==> config.mk <==
export PLATFORM = sky130hd
export DESIGN_NAME = modem_host_strobe
export DESIGN_NICKNAME = d
export VERILOG_FILES = /design/src/design/modem_host_strobe.v
export VERILOG_INCLUDE_DIRS = /design/src /design/src/design
export SDC_FILE = /design/constraint.sdc
export NUM_CORES = 1
export LEC_CHECK = 0
export BUFFER_PORTS_ARGS = -buffer_cell sky130_fd_sc_hd__buf_2
export CAP_MARGIN = 15
export CORE_MARGIN = 10
export CORE_UTILIZATION = 57
export CTS_CLUSTER_SIZE = 12
export DETAILED_ROUTE_END_ITERATION = 7
export PLACE_DENSITY_LB_ADDON = 0.25
export RECOVER_POWER = 100
export SLEW_MARGIN = 20
export SYNTH_ARGS = -nofsm -noshare
export SYNTH_HDL_FRONTEND = slang
export SYNTH_SLANG_ARGS = --single-unit
==> constraint.sdc <==
create_clock -name mclk_i -period 1.99 [get_ports mclk_i]
set_clock_uncertainty 0.1 [all_clocks]
set_input_delay 0.398 -clock mclk_i [delete_from_list [all_inputs] [get_ports mclk_i]]
set_output_delay 0.398 -clock mclk_i [all_outputs]
set_load 0.01 [all_outputs]
==> src/design/quad_modem_regs.vh <==
`ifndef QUAD_MODEM_REGS_VH
`define QUAD_MODEM_REGS_VH

// per-channel register offsets, from the channel address bits [2:0]
`define REG_IER         3'h1
`define REG_MODEM_CTRL  3'h4
`define REG_MODEM_STAT  3'h6
`define REG_SPR         3'h7

// word index of the global pin status register on the bus
`define IDX_PIN_STATUS  6'h20

// interrupt enable field
`define IER_MODEM_BIT   3

// modem control fields
`define CTRL_DTR_BIT    0
`define CTRL_RTS_BIT    1
`define CTRL_INT_EN_BIT 3

// reset values
`define BYTE_RESET      8'h00
`define NIB_ONES        4'hf

// bus responses
`define RESP_OKAY       2'h0
`define RESP_SLVERR     2'h2

// upper bits of the 32-bit read word
`define RDATA_PAD       24'h000000

`endif

==> src/design/modem_host_strobe.v <==
`timescale 1ns/1ps
`default_nettype none
`include "quad_modem_regs.vh"

module modem_host_strobe (
  // clock and reset
  input  wire        mclk_i,
  input  wire        rst_i,
  // mode, reset and interrupt select pins
  input  wire        bus_primary_i,
  input  wire        reset_pin_i,
  input  wire        intsel_i,
  // host strobe bus
  input  wire        chip_select_n_i,
  input  wire [4:0]  register_channel_address_i,
  input  wire        rw_strobe_i,
  input  wire [7:0]  host_data_bus_i,
  output reg  [7:0]  host_data_bus_o,
  output reg         host_data_bus_oe_o,
  // axi4-lite write
  input  wire        awvalid_i,
  input  wire [7:0]  awaddr_i,
  output reg         awready_o,
  input  wire        wvalid_i,
  input  wire [31:0] wdata_i,
  input  wire [3:0]  wstrb_i,
  output reg         wready_o,
  output reg         bvalid_o,
  output reg  [1:0]  bresp_o,
  input  wire        bready_i,
  // axi4-lite read
  input  wire        arvalid_i,
  input  wire [7:0]  araddr_i,
  output reg         arready_o,
  output reg         rvalid_o,
  output reg  [31:0] rdata_o,
  output reg  [1:0]  rresp_o,
  input  wire        rready_i,
  // modem inputs, one bit per channel
  input  wire [3:0]  cts_n_i,
  input  wire [3:0]  dsr_n_i,
  input  wire [3:0]  ring_indicator_n_i,
  input  wire [3:0]  carrier_detect_n_i,
  input  wire [3:0]  rx_i,
  // modem outputs, one bit per channel, plus one shared request
  output reg  [3:0]  dtr_n_o,
  output reg  [3:0]  rts_n_o,
  output reg  [3:0]  tx_o,
  output reg  [3:0]  int_o,
  output reg  [3:0]  int_oe_o,
  output reg         irq_n_o
);

  // pin synchronisers, first stage
  reg        mode_s1;
  reg        rpin_s1;
  reg        isel_s1;
  reg        cs_s1;
  reg [4:0]  addr_s1;
  reg        rw_s1;
  reg [7:0]  data_s1;
  reg [3:0]  cts_s1;
  reg [3:0]  dsr_s1;
  reg [3:0]  ring_s1;
  reg [3:0]  carr_s1;
  reg [3:0]  rx_s1;
  // second stage, read by logic together with rw_d, the strobe one flop later for edges
  reg        mode_s2;
  reg        rpin_s2;
  reg        isel_s2;
  reg        cs_s2;
  reg [4:0]  addr_s2;
  reg        rw_s2;
  reg [7:0]  data_s2;
  reg [3:0]  cts_s2;
  reg [3:0]  dsr_s2;
  reg [3:0]  ring_s2;
  reg [3:0]  carr_s2;
  reg [3:0]  rx_s2;
  reg        rw_d;

  // handshake and strobe pins pass two flops before any logic
  always @(posedge mclk_i) begin
    if (rst_i) begin
      mode_s1 <= 1'b0;
      rpin_s1 <= 1'b0;
      isel_s1 <= 1'b0;
      cs_s1   <= 1'b1;
      addr_s1 <= 5'h00;
      rw_s1   <= 1'b1;
      data_s1 <= `BYTE_RESET;
      cts_s1  <= `NIB_ONES;
      dsr_s1  <= `NIB_ONES;
      ring_s1 <= `NIB_ONES;
      carr_s1 <= `NIB_ONES;
      rx_s1   <= `NIB_ONES;
      mode_s2 <= 1'b0;
      rpin_s2 <= 1'b0;
      isel_s2 <= 1'b0;
      cs_s2   <= 1'b1;
      addr_s2 <= 5'h00;
      rw_s2   <= 1'b1;
      data_s2 <= `BYTE_RESET;
      cts_s2  <= `NIB_ONES;
      dsr_s2  <= `NIB_ONES;
      ring_s2 <= `NIB_ONES;
      carr_s2 <= `NIB_ONES;
      rx_s2   <= `NIB_ONES;
      rw_d    <= 1'b1;
    end else begin
      mode_s1 <= bus_primary_i;
      rpin_s1 <= reset_pin_i;
      isel_s1 <= intsel_i;
      cs_s1   <= chip_select_n_i;
      addr_s1 <= register_channel_address_i;
      rw_s1   <= rw_strobe_i;
      data_s1 <= host_data_bus_i;
      cts_s1  <= cts_n_i;
      dsr_s1  <= dsr_n_i;
      ring_s1 <= ring_indicator_n_i;
      carr_s1 <= carrier_detect_n_i;
      rx_s1   <= rx_i;
      mode_s2 <= mode_s1;
      rpin_s2 <= rpin_s1;
      isel_s2 <= isel_s1;
      cs_s2   <= cs_s1;
      addr_s2 <= addr_s1;
      rw_s2   <= rw_s1;
      data_s2 <= data_s1;
      cts_s2  <= cts_s1;
      dsr_s2  <= dsr_s1;
      ring_s2 <= ring_s1;
      carr_s2 <= carr_s1;
      rx_s2   <= rx_s1;
      rw_d    <= rw_s2;
    end
  end

  // device reset: pin polarity follows the bus mode
  wire       dev_rst = rst_i | (mode_s2 ? rpin_s2 : ~rpin_s2);
  wire       alt_mode = ~mode_s2;

  // strobe edges, alternate mode only
  wire       host_wr = alt_mode & rw_d & ~rw_s2 & ~cs_s2 & ~dev_rst;
  wire       host_rd = alt_mode & ~rw_d & rw_s2 & ~cs_s2 & ~dev_rst;
  wire [5:0] host_idx = {1'b0, addr_s2};

  // flattened per-channel state for the read mux
  wire [31:0] ier_all;
  wire [31:0] control_all;
  wire [31:0] status_all;
  wire [31:0] spr_all;
  wire [3:0]  pend_all;
  // receive input reads idle while the device is in reset
  wire [3:0]  rx_live = dev_rst ? `NIB_ONES : rx_s2;

  function idx_mapped;
    input [5:0] idx;
    begin
      if (idx == `IDX_PIN_STATUS)
        idx_mapped = 1'b1;
      else if (idx > `IDX_PIN_STATUS)
        idx_mapped = 1'b0;
      else
        idx_mapped = (idx[2:0] == `REG_IER) | (idx[2:0] == `REG_MODEM_CTRL) |
                     (idx[2:0] == `REG_MODEM_STAT) | (idx[2:0] == `REG_SPR);
    end
  endfunction

  function [7:0] read_byte;
    input [5:0] idx;
    reg   [4:0] base;
    begin
      base = {idx[4:3], 3'h0};
      if (idx == `IDX_PIN_STATUS)
        read_byte = {rx_live, 2'h0, dev_rst, mode_s2};
      else if (!idx_mapped(idx))
        read_byte = `BYTE_RESET;
      else begin
        case (idx[2:0])
          `REG_IER: read_byte = ier_all[base +: 8];
          `REG_MODEM_CTRL: read_byte = control_all[base +: 8];
          `REG_MODEM_STAT: read_byte = status_all[base +: 8];
          default:  read_byte = spr_all[base +: 8];
        endcase
      end
    end
  endfunction

  // axi4-lite slave; one write and one read in flight at most
  reg  [5:0] aw_idx;
  reg  [7:0] w_byte;
  reg        w_lane0;
  // a strobe write takes the port first; the axi write waits one cycle
  wire       axi_wr = ~awready_o & ~wready_o & ~bvalid_o & ~host_wr;
  wire       axi_wr_ok = axi_wr & idx_mapped(aw_idx);
  wire       axi_wr_go = axi_wr_ok & w_lane0 & ~dev_rst &
                         (aw_idx != `IDX_PIN_STATUS);
  wire       axi_rd = arvalid_i & arready_o;
  wire [5:0] ar_idx = araddr_i[7:2];

  always @(posedge mclk_i) begin
    if (rst_i) begin
      awready_o <= 1'b1;
      wready_o  <= 1'b1;
      bvalid_o  <= 1'b0;
      bresp_o   <= `RESP_OKAY;
      aw_idx    <= 6'h00;
      w_byte    <= `BYTE_RESET;
      w_lane0   <= 1'b0;
      arready_o <= 1'b1;
      rvalid_o  <= 1'b0;
      rdata_o   <= {`RDATA_PAD, `BYTE_RESET};
      rresp_o   <= `RESP_OKAY;
    end else begin
      if (awvalid_i && awready_o) begin
        awready_o <= 1'b0;
        aw_idx    <= awaddr_i[7:2];
      end
      if (wvalid_i && wready_o) begin
        wready_o <= 1'b0;
        w_byte   <= wdata_i[7:0];
        w_lane0  <= wstrb_i[0];
      end
      if (axi_wr) begin
        bvalid_o <= 1'b1;
        bresp_o  <= axi_wr_ok ? `RESP_OKAY : `RESP_SLVERR;
      end
      if (bvalid_o && bready_i) begin
        bvalid_o  <= 1'b0;
        awready_o <= 1'b1;
        wready_o  <= 1'b1;
      end
      if (axi_rd) begin
        arready_o <= 1'b0;
        rvalid_o  <= 1'b1;
        rdata_o   <= {`RDATA_PAD, read_byte(ar_idx)};
        rresp_o   <= idx_mapped(ar_idx) ? `RESP_OKAY : `RESP_SLVERR;
      end
      if (rvalid_o && rready_i) begin
        rvalid_o  <= 1'b0;
        arready_o <= 1'b1;
      end
    end
  end

  // single write port shared by both paths
  wire       wr_go   = host_wr | axi_wr_go;
  wire [5:0] wr_idx  = host_wr ? host_idx : aw_idx;
  wire [7:0] wr_data = host_wr ? data_s2 : w_byte;

  genvar g;
  generate
    for (g = 0; g < 4; g = g + 1) begin : chan
      reg  [7:0] ier;
      reg  [7:0] modem_control_reg;
      reg  [7:0] spr;
      reg  [3:0] delta;
      reg  [3:0] prev;
      // active-low levels: carrier, ring, set ready, clear to send
      wire [3:0] cur = {carr_s2[g], ring_s2[g], dsr_s2[g], cts_s2[g]};
      wire [3:0] chg = {prev[3] ^ cur[3],
                        ~prev[2] & cur[2],
                        prev[1] ^ cur[1],
                        prev[0] ^ cur[0]};
      wire       sel_w = wr_go & (wr_idx[4:3] == g);
      wire       clr = (host_rd & (host_idx[4:3] == g) &
                        (host_idx[2:0] == `REG_MODEM_STAT)) |
                       (axi_rd & (ar_idx < `IDX_PIN_STATUS) &
                        (ar_idx[4:3] == g) & (ar_idx[2:0] == `REG_MODEM_STAT));
      wire       pend = ier[`IER_MODEM_BIT] & (|delta);

      // status: inverted pin levels high, sticky change flags low
      assign status_all[8*g +: 8] = {~cur, delta};
      assign ier_all[8*g +: 8] = ier;
      assign control_all[8*g +: 8] = modem_control_reg;
      assign spr_all[8*g +: 8] = spr;
      assign pend_all[g] = pend;

      always @(posedge mclk_i) begin
        if (dev_rst) begin
          ier          <= `BYTE_RESET;
          modem_control_reg <= `BYTE_RESET;
          spr          <= `BYTE_RESET;
          delta        <= 4'h0;
          // no change is reported for levels already present at release
          prev         <= cur;
          dtr_n_o[g]   <= 1'b1;
          rts_n_o[g]   <= 1'b1;
          tx_o[g]      <= 1'b1;
          int_o[g]     <= 1'b0;
          int_oe_o[g]  <= 1'b0;
        end else begin
          if (sel_w && wr_idx[2:0] == `REG_IER)
            ier <= wr_data;
          if (sel_w && wr_idx[2:0] == `REG_MODEM_CTRL)
            modem_control_reg <= wr_data;
          if (sel_w && wr_idx[2:0] == `REG_SPR)
            spr <= wr_data;
          prev <= cur;
          // a change in the clearing cycle still lands
          delta <= (delta & ~{4{clr}}) | chg;
          // handshake outputs follow software only
          dtr_n_o[g]  <= ~modem_control_reg[`CTRL_DTR_BIT];
          rts_n_o[g]  <= ~modem_control_reg[`CTRL_RTS_BIT];
          // no transmitter lives here, so the line stays at idle
          tx_o[g]     <= 1'b1;
          int_o[g]    <= mode_s2 & pend;
          int_oe_o[g] <= mode_s2 & (modem_control_reg[`CTRL_INT_EN_BIT] | isel_s2);
        end
      end
    end
  endgenerate

  // alternate mode: channels share one active-low request
  always @(posedge mclk_i) begin
    if (dev_rst)
      irq_n_o <= 1'b1;
    else
      irq_n_o <= ~(alt_mode & (|pend_all));
  end

  // host read path: drive while the strobe stays high and chip is selected
  always @(posedge mclk_i) begin
    if (dev_rst) begin
      host_data_bus_o    <= `BYTE_RESET;
      host_data_bus_oe_o <= 1'b0;
    end else if (host_rd) begin
      host_data_bus_o    <= read_byte(host_idx);
      host_data_bus_oe_o <= 1'b1;
    end else if (!alt_mode || cs_s2 || !rw_s2) begin
      host_data_bus_oe_o <= 1'b0;
    end
  end

endmodule

`default_nettype wire

# After elaboration in Yosys (flattened, before gate mapping)
# Index checks and enable logic that the tools add are counted.
# totals
register_bits,263
input_bits,97
out_inout_bits,71
word_cells,293
# op_classes
magnitude_cmp,4
n_eq_ne,27
shifts,8
n_mux,25
bitwise_logic,124
reduce_logical,30
# ops
cell,count
variable part select 32 x 6 -> 8 bit,8
bitwise AND 1 bit,54
case mux 8 bit (3 select lines),2
equality test 3 bit (second input constant),11
two-way mux 8 bit,4
inverter 4 bit,8
inverter 1 bit,23
OR reduction 4 bit,5
bitwise OR 1 bit,19
bitwise AND 4 bit,4
logical AND 1 bit,16
bitwise OR 4 bit,4
two-way mux 1 bit,15
equality test 2 bit (second input constant),6
equality test 3 x 1 -> 1 bit (second input constant),4
equality test 6 bit (second input constant),2
greater-than comparator 6 bit (second input constant),2
XOR 1 bit,12
equality test 2 x 1 -> 1 bit (second input constant),3
greater-than comparator 5 x 6 -> 1 bit (second input constant),1
zero test 2 bit,3
< comparator 6 bit (second input constant),1
inequality test 6 bit (second input constant),1
two-way mux 5 bit,1
6 further kinds,9

# Logic depth before layout (Yosys ltp)
# depth
ltp_word,14
depth_mapped,8
ltp_nobuf,5

# Worst setup path after synthesis
# No wires, ideal clock.
# synth_timing
path_type,register -> register
startpoint,reg awready_o
endpoint,reg chan[2].modem_control_reg[0]
arrival_time_ns,1.584
required_ns,1.768
setup_slack_ns,0.184
stages_incl_launch_ff,8
period_less_slack_ns,1.806
cell_sequence,dfxtp_1 > buf_2 > nor3_1 > nand3b_1 > o21ai_2 > buf_4 > a21oi_1 > o2bb2ai_1
# synth_via
elab_chain_len,11
# synth_lines
element,line,source
"start, declared",modem_host_strobe.v:23,"output reg awready_o,"
"start signal, assigned",modem_host_strobe.v:204,awready_o <= 1'b1;
"start signal, assigned",modem_host_strobe.v:217,awready_o <= 1'b0;
"start signal, assigned",modem_host_strobe.v:231,awready_o <= 1'b1;
inverter 1 bit,modem_host_strobe.v:195,wire axi_wr = ~awready_o & ~wready_o & ~bvalid_o & ~host_wr;
bitwise AND 1 bit (3 in a row),modem_host_strobe.v:195,
bitwise AND 1 bit,modem_host_strobe.v:196,wire axi_wr_ok = axi_wr & idx_mapped(aw_idx);
bitwise AND 1 bit (3 in a row),modem_host_strobe.v:197,wire axi_wr_go = axi_wr_ok & w_lane0 & ~dev_rst &
bitwise OR 1 bit,modem_host_strobe.v:248,wire wr_go = host_wr | axi_wr_go;
bitwise AND 1 bit,modem_host_strobe.v:266,wire sel_w = wr_go & (wr_idx[4:3] == g);
logical AND 1 bit (no line),--,
"end signal, assigned",modem_host_strobe.v:283,modem_control_reg <= `BYTE_RESET;
"end signal, assigned",modem_host_strobe.v:297,modem_control_reg <= wr_data;
"end, declared",modem_host_strobe.v:256,reg [7:0] modem_control_reg;
# No other way between the ends.
# A chain may end at the register's enable or synchronous reset.

# Final worst setup path
# layout_timing
startpoint,reg rpin_s2
endpoint,reg chan[0].modem_control_reg[1]
# layout_via
elab_chain_len,14
word_cells_on_any_way,18
# layout_lines
element,line,source
"start, declared",modem_host_strobe.v:69,reg rpin_s2;
"start signal, assigned",modem_host_strobe.v:124,rpin_s2 <= rpin_s1;
inverter 1 bit,modem_host_strobe.v:140,wire dev_rst = rst_i | (mode_s2 ? rpin_s2 : ~rpin_s2);
two-way mux 1 bit (*),modem_host_strobe.v:140,
bitwise OR 1 bit (*),modem_host_strobe.v:140,
inverter 1 bit,"modem_host_strobe.v:144, modem_host_strobe.v:197",
bitwise AND 1 bit,modem_host_strobe.v:144,wire host_wr = alt_mode & rw_d & ~rw_s2 & ~cs_s2 & ~dev_rst;
inverter 1 bit,modem_host_strobe.v:195,
bitwise AND 1 bit,modem_host_strobe.v:195,
bitwise AND 1 bit,modem_host_strobe.v:196,
bitwise AND 1 bit (3 in a row),modem_host_strobe.v:197,
bitwise OR 1 bit,modem_host_strobe.v:248,
bitwise AND 1 bit,modem_host_strobe.v:266,
logical AND 1 bit (no line),--,
"end signal, assigned",modem_host_strobe.v:283,
"end signal, assigned",modem_host_strobe.v:297,
"end, declared",modem_host_strobe.v:256,
# Mark *: on every way between the ends. The rest lies on a longest branch, timed or not.

==> results by group <==
Cells and area
  • Fin cells: 1621
  • Diode count: 0
  • FF/Latch Area: 5240 sq um
  • Final #Nets: 1442
  • Share of cells above drive strength 1: 30.1%
  • Area Overhead vs Synth: 29.5%
  • Area of the multi-input gates: 5620 sq um
  • Number of fill cells: 1235
  • Final instance area: 14200 sq um

Timing
  • Max-slew violations: 0
  • Least-Margin Pin Slew: 0.676 ns
  • Setup violations, final: 0
  • Final Hold Fails: 0
  • Final min period: 1.98 ns
  • Crit share post-route: 99.3%
  • Final worst slack: 0.0134 ns
  • Relative slew slack: 54.3%
  • Max Fclk: 506 MHz
  • Unrepaired setup endpoints after global routing: yes

Setup path
  • CP dominant cell by count: nand3_4
  • R2R Path End: chan[0].modem_control_reg[1]$_SDFFE_PP0P_
  • Worst path cell trace: nor3b_4 -> nand3_4 -> buf_12 -> o21ai_4 -> clkbuf_16 -> nand3_4 -> o2bb2ai_1
  • Worst Path Required: 2.35 ns
  • Arrival time worst endpoint: 2.34 ns
  • Startpoint Class: flip-flop
  • Reg2reg path depth: 7
  • Crit path max fanout: 8
  • Crit path largest cell delay: 0.34 ns
  • Setup CP Type: flip-flop to flip-flop
  • Crit path capture type: flip-flop
  • Crit Reg-Reg Startpoint: rpin_s2$_SDFF_PP0_
  • Slowest cell on the critical path: dfxtp_2
  • FF-to-FF setup slack: 0.01 ns

Synth
  • Top_reg_cell synth: dfxtp_1
  • Ys Warns: 0
  • Post-synthesis sequential area ratio: 47.5%
  • Post-synthesis simple-gate area fraction: 16.1%
  • Synth Area in XOR/XNOR: 1.04%
  • Number of flops mapped to enable cells by yosys: 0
  • Yosys reg bits: 261
  • Synth Instances: 1117
  • Combinational family with the most area after synthesis: compound AO/OA/AOI/OAI gates
  • Compound-Gate Fraction of Synth Area: 24.1%
  • Ys async rst share: 0%
  • Avg Cell Area, Syn: 9.84 sq um
  • Post-Syn Area: 11000 sq um
  • Adder-cell share of the synthesized area: 0%
  • Yosys cell types: 72
  • Post-synthesis mux area share: 5.43%

Floorplanning
  • Die Ht: 159 microns
  • Placement Rows: 50
  • Initial Util: 58.4%
  • Die area: 25200 sq um
  • Core area: 18800 sq um
  • Die W: 159 microns
  • I/O Pins: 168

GRT
  • Vias in the first global route: 9759
  • Overflow after GRT: 0
  • Initial antenna violation count: 1
  • Largest net degree at the start of global routing: 55
  • Global-route wire length before repair: 59900 microns
  • Total GRT Usage: 29.8%

Power
  • Peak VDD IR: 0.906 mV
  • Sequential share of power: 47.2%
  • Power Dens Cells: 812 nW/um^2
  • Comb power frac: 9.7%
  • Leakage power: 5.38 nW
  • Net switching power: 2.84 mW
  • Internal power: 8.72 mW
  • Net Sw Frac: 24.6%
  • Clock power share: 43.1%

Clock network
  • CTS Buffer Depth: 3
  • Worst-path clk slew: 0.06 ns
  • Clock sinks: 261
  • Root Buffer: clkbuf_16
  • CTS tree: built
  • CTS HTree Levels: 1
  • Clock latency on the worst-skew pair: 0.55 ns
  • CTS buffer count: 28

Drt
  • DR vias: 10100
  • Post-route ant nets: 0
  • # DRC: 0
  • Number of DRC markers in iteration 0: 1050
  • WL final: 40900 microns
  • Wire per inst: 25.2 microns
  • Drt pass-1 iters: 6
  • Number of vias per cell: 6.26

Place
  • Gp weighted congestion: 1.01
  • Placed cells: 1518
  • I/O Buffers: 106
  • Pre-CTS setup slack: -0.228 ns
  • Post-DP Area: 12400 sq um
  • Dpl hpwl: 28800 microns

Hold path
  • Hold Path Sink: aw_idx[3]$_SDFFE_PP0P_
  • HP Start: awaddr_i[5]
  • Hold WC Path Type: input port to flip-flop
  • Hold Crit Depth: 3

Run status
  • Status: completed

Flow run
  • Max-capacitance violation count: 0
-- metrics by stage --
| stage | utilization, % | hold WS (ns) | TNS [ns] | total power [mW] |
|---|---|---|---|---|
| 6_report | 75.6 | 0.0169 | 0 | 11.6 |
| 2_1_floorplan | - | 0.259 | 0 | 6.11 |
| 3_5_place_dp | 65.6 | 0.286 | -10.82 | 6.51 |
| 4_1_cts | 72.6 | 0.00386 | -0.461 | 11.5 |
| 5_1_grt | 75.6 | 0.0268 | -1.09 | 11.8 |
| 3_3_place_gp | 65.6 | 0.282 | -6.78 | 6.49 |
-- how the worst max path moves through the flow --
stage | start | to | slack [ns] | cells past startpoint
2_1_floorplan | rst_i | chan[0].modem_control_reg[0]$_SDFFE_PP0P_ | 0.18 | 6
3_3_place_gp | araddr_i[4] | rdata_o[1]$_SDFFE_PP0P_ | -0.17 | 7
3_5_place_dp | araddr_i[4] | rdata_o[1]$_SDFFE_PP0P_ | -0.23 | 7
4_1_cts | addr_s2[1]$_SDFF_PP0_ | chan[0].modem_control_reg[7]$_SDFFE_PP0P_ | -0.05 | 8
5_1_grt | mode_s2$_SDFF_PP0_ | chan[0].modem_control_reg[1]$_SDFFE_PP0P_ | -0.06 | 7
6_report | rpin_s2$_SDFF_PP0_ | chan[0].modem_control_reg[1]$_SDFFE_PP0P_ | 0.01 | 7
-- timing repair --
item / CTS / global route
pin swaps: 1 / 18
setup endpoints to repair: 40 / 112
cloned: 0 / 3
resized for setup: 8 / 70
hold buffers: 41 / 1
buffers inserted: 1 / 11
endpoints found under the hold margin: 40 / 1
-- kinds of logic after synthesis --
logic type | Yosys count
other cells | 2
mux | 42
buf+inv | 113
xor+xnor | 13
simple gates | 321
flops | 261
compound gates | 365
-- cell usage after synthesis, drive strengths merged, types with 6 or more instances --
library cell  instances  area share [%]
nor2                 60             2.1
mux2i                30             3.2
o221ai               15             1.2
clkbuf               27            0.92
or2                  49             2.8
o41ai                 6            0.55
a31oi                 9            0.51
o22ai                 8            0.46
a22oi                30             2.0
nand2                78             2.7
mux4                 10             2.0
a22o                  6            0.48
a211oi               11            0.75
nand3                35             2.2
nor2b                45             2.6
buf                  78             4.5
xor2                 12            0.96
a21o                  6            0.41
nand2b                9            0.51
dfxtp               261              48
o21ai                48             2.2
inv                   8            0.27
a221oi                7            0.56
a21oi                85             4.2
nand4                 7            0.40
o2bb2ai              96             7.7
nor3b                 8            0.84
-- per-layer routing --
layer,global-route usage (%),up-vias,wire length [microns]
met5,0,-,70
met4,8.34,4,1290
met3,7.85,91,4420
met2,46.4,608,18400
met1,39.9,4916,16700
li1,-,4529,-
-- power groups by stage --
| stage | Combinational, mW | Sequential [mW] | Clock [mW] |
|---|---|---|---|
| 3_3_place_gp | 0.940 | 5.55 | 0 |
| 3_5_place_dp | 0.956 | 5.56 | 0 |
| 4_1_cts | 1.03 | 5.45 | 5.00 |
| 2_1_floorplan | 0.583 | 5.53 | 0 |
| 5_1_grt | 1.19 | 5.46 | 5.20 |
| 6_report | 1.12 | 5.45 | 4.99 |
-- layout by cell type (no fill, tap or decap), types with 6 or more instances in the layout --
cell	instances
nand2_1	78
clkbuf_1	9
o221ai_1	15
buf_12	14
or2_2	49
mux4_2	10
a21oi_4	9
nand3_4	8
mux2i_4	7
a22oi_1	30
nand4_1	7
buf_4	103
dlygate4sd3_1	42
a31oi_1	9
a221oi_1	7
nand2b_1	9
dfxtp_1	254
xor2_1	12
buf_2	105
o22ai_1	8
o2bb2ai_1	77
a21o_1	6
a211oi_1	9
nand3_1	23
conb_1	30
nor2_1	58
a21oi_1	72
o2bb2ai_2	18
mux2i_1	20
nor2b_1	44
o21ai_0	45
inv_1	8
clkbuf_16	30
-- critical path: cells and delay by family (launching register included) --
| kind | cells | cell delay (ns) |
|---|---|---|
| simple gates | 3 | 0.63 |
| buf+inv | 2 | 0.48 |
| flops | 1 | 0.34 |
| compound gates | 2 | 0.33 |
-- layout make-up --
cell class                 instances  share of cell area (%)
clock buffer                      40                    5.59
clock inverter                     6                   0.519
inverter                           8                   0.211
multi-input combinational        771                    39.5
sequential                       261                    36.8
tap                              260                    2.29
timing repair buffer             275                    15.1
Power figures use the tool's default switching activity.
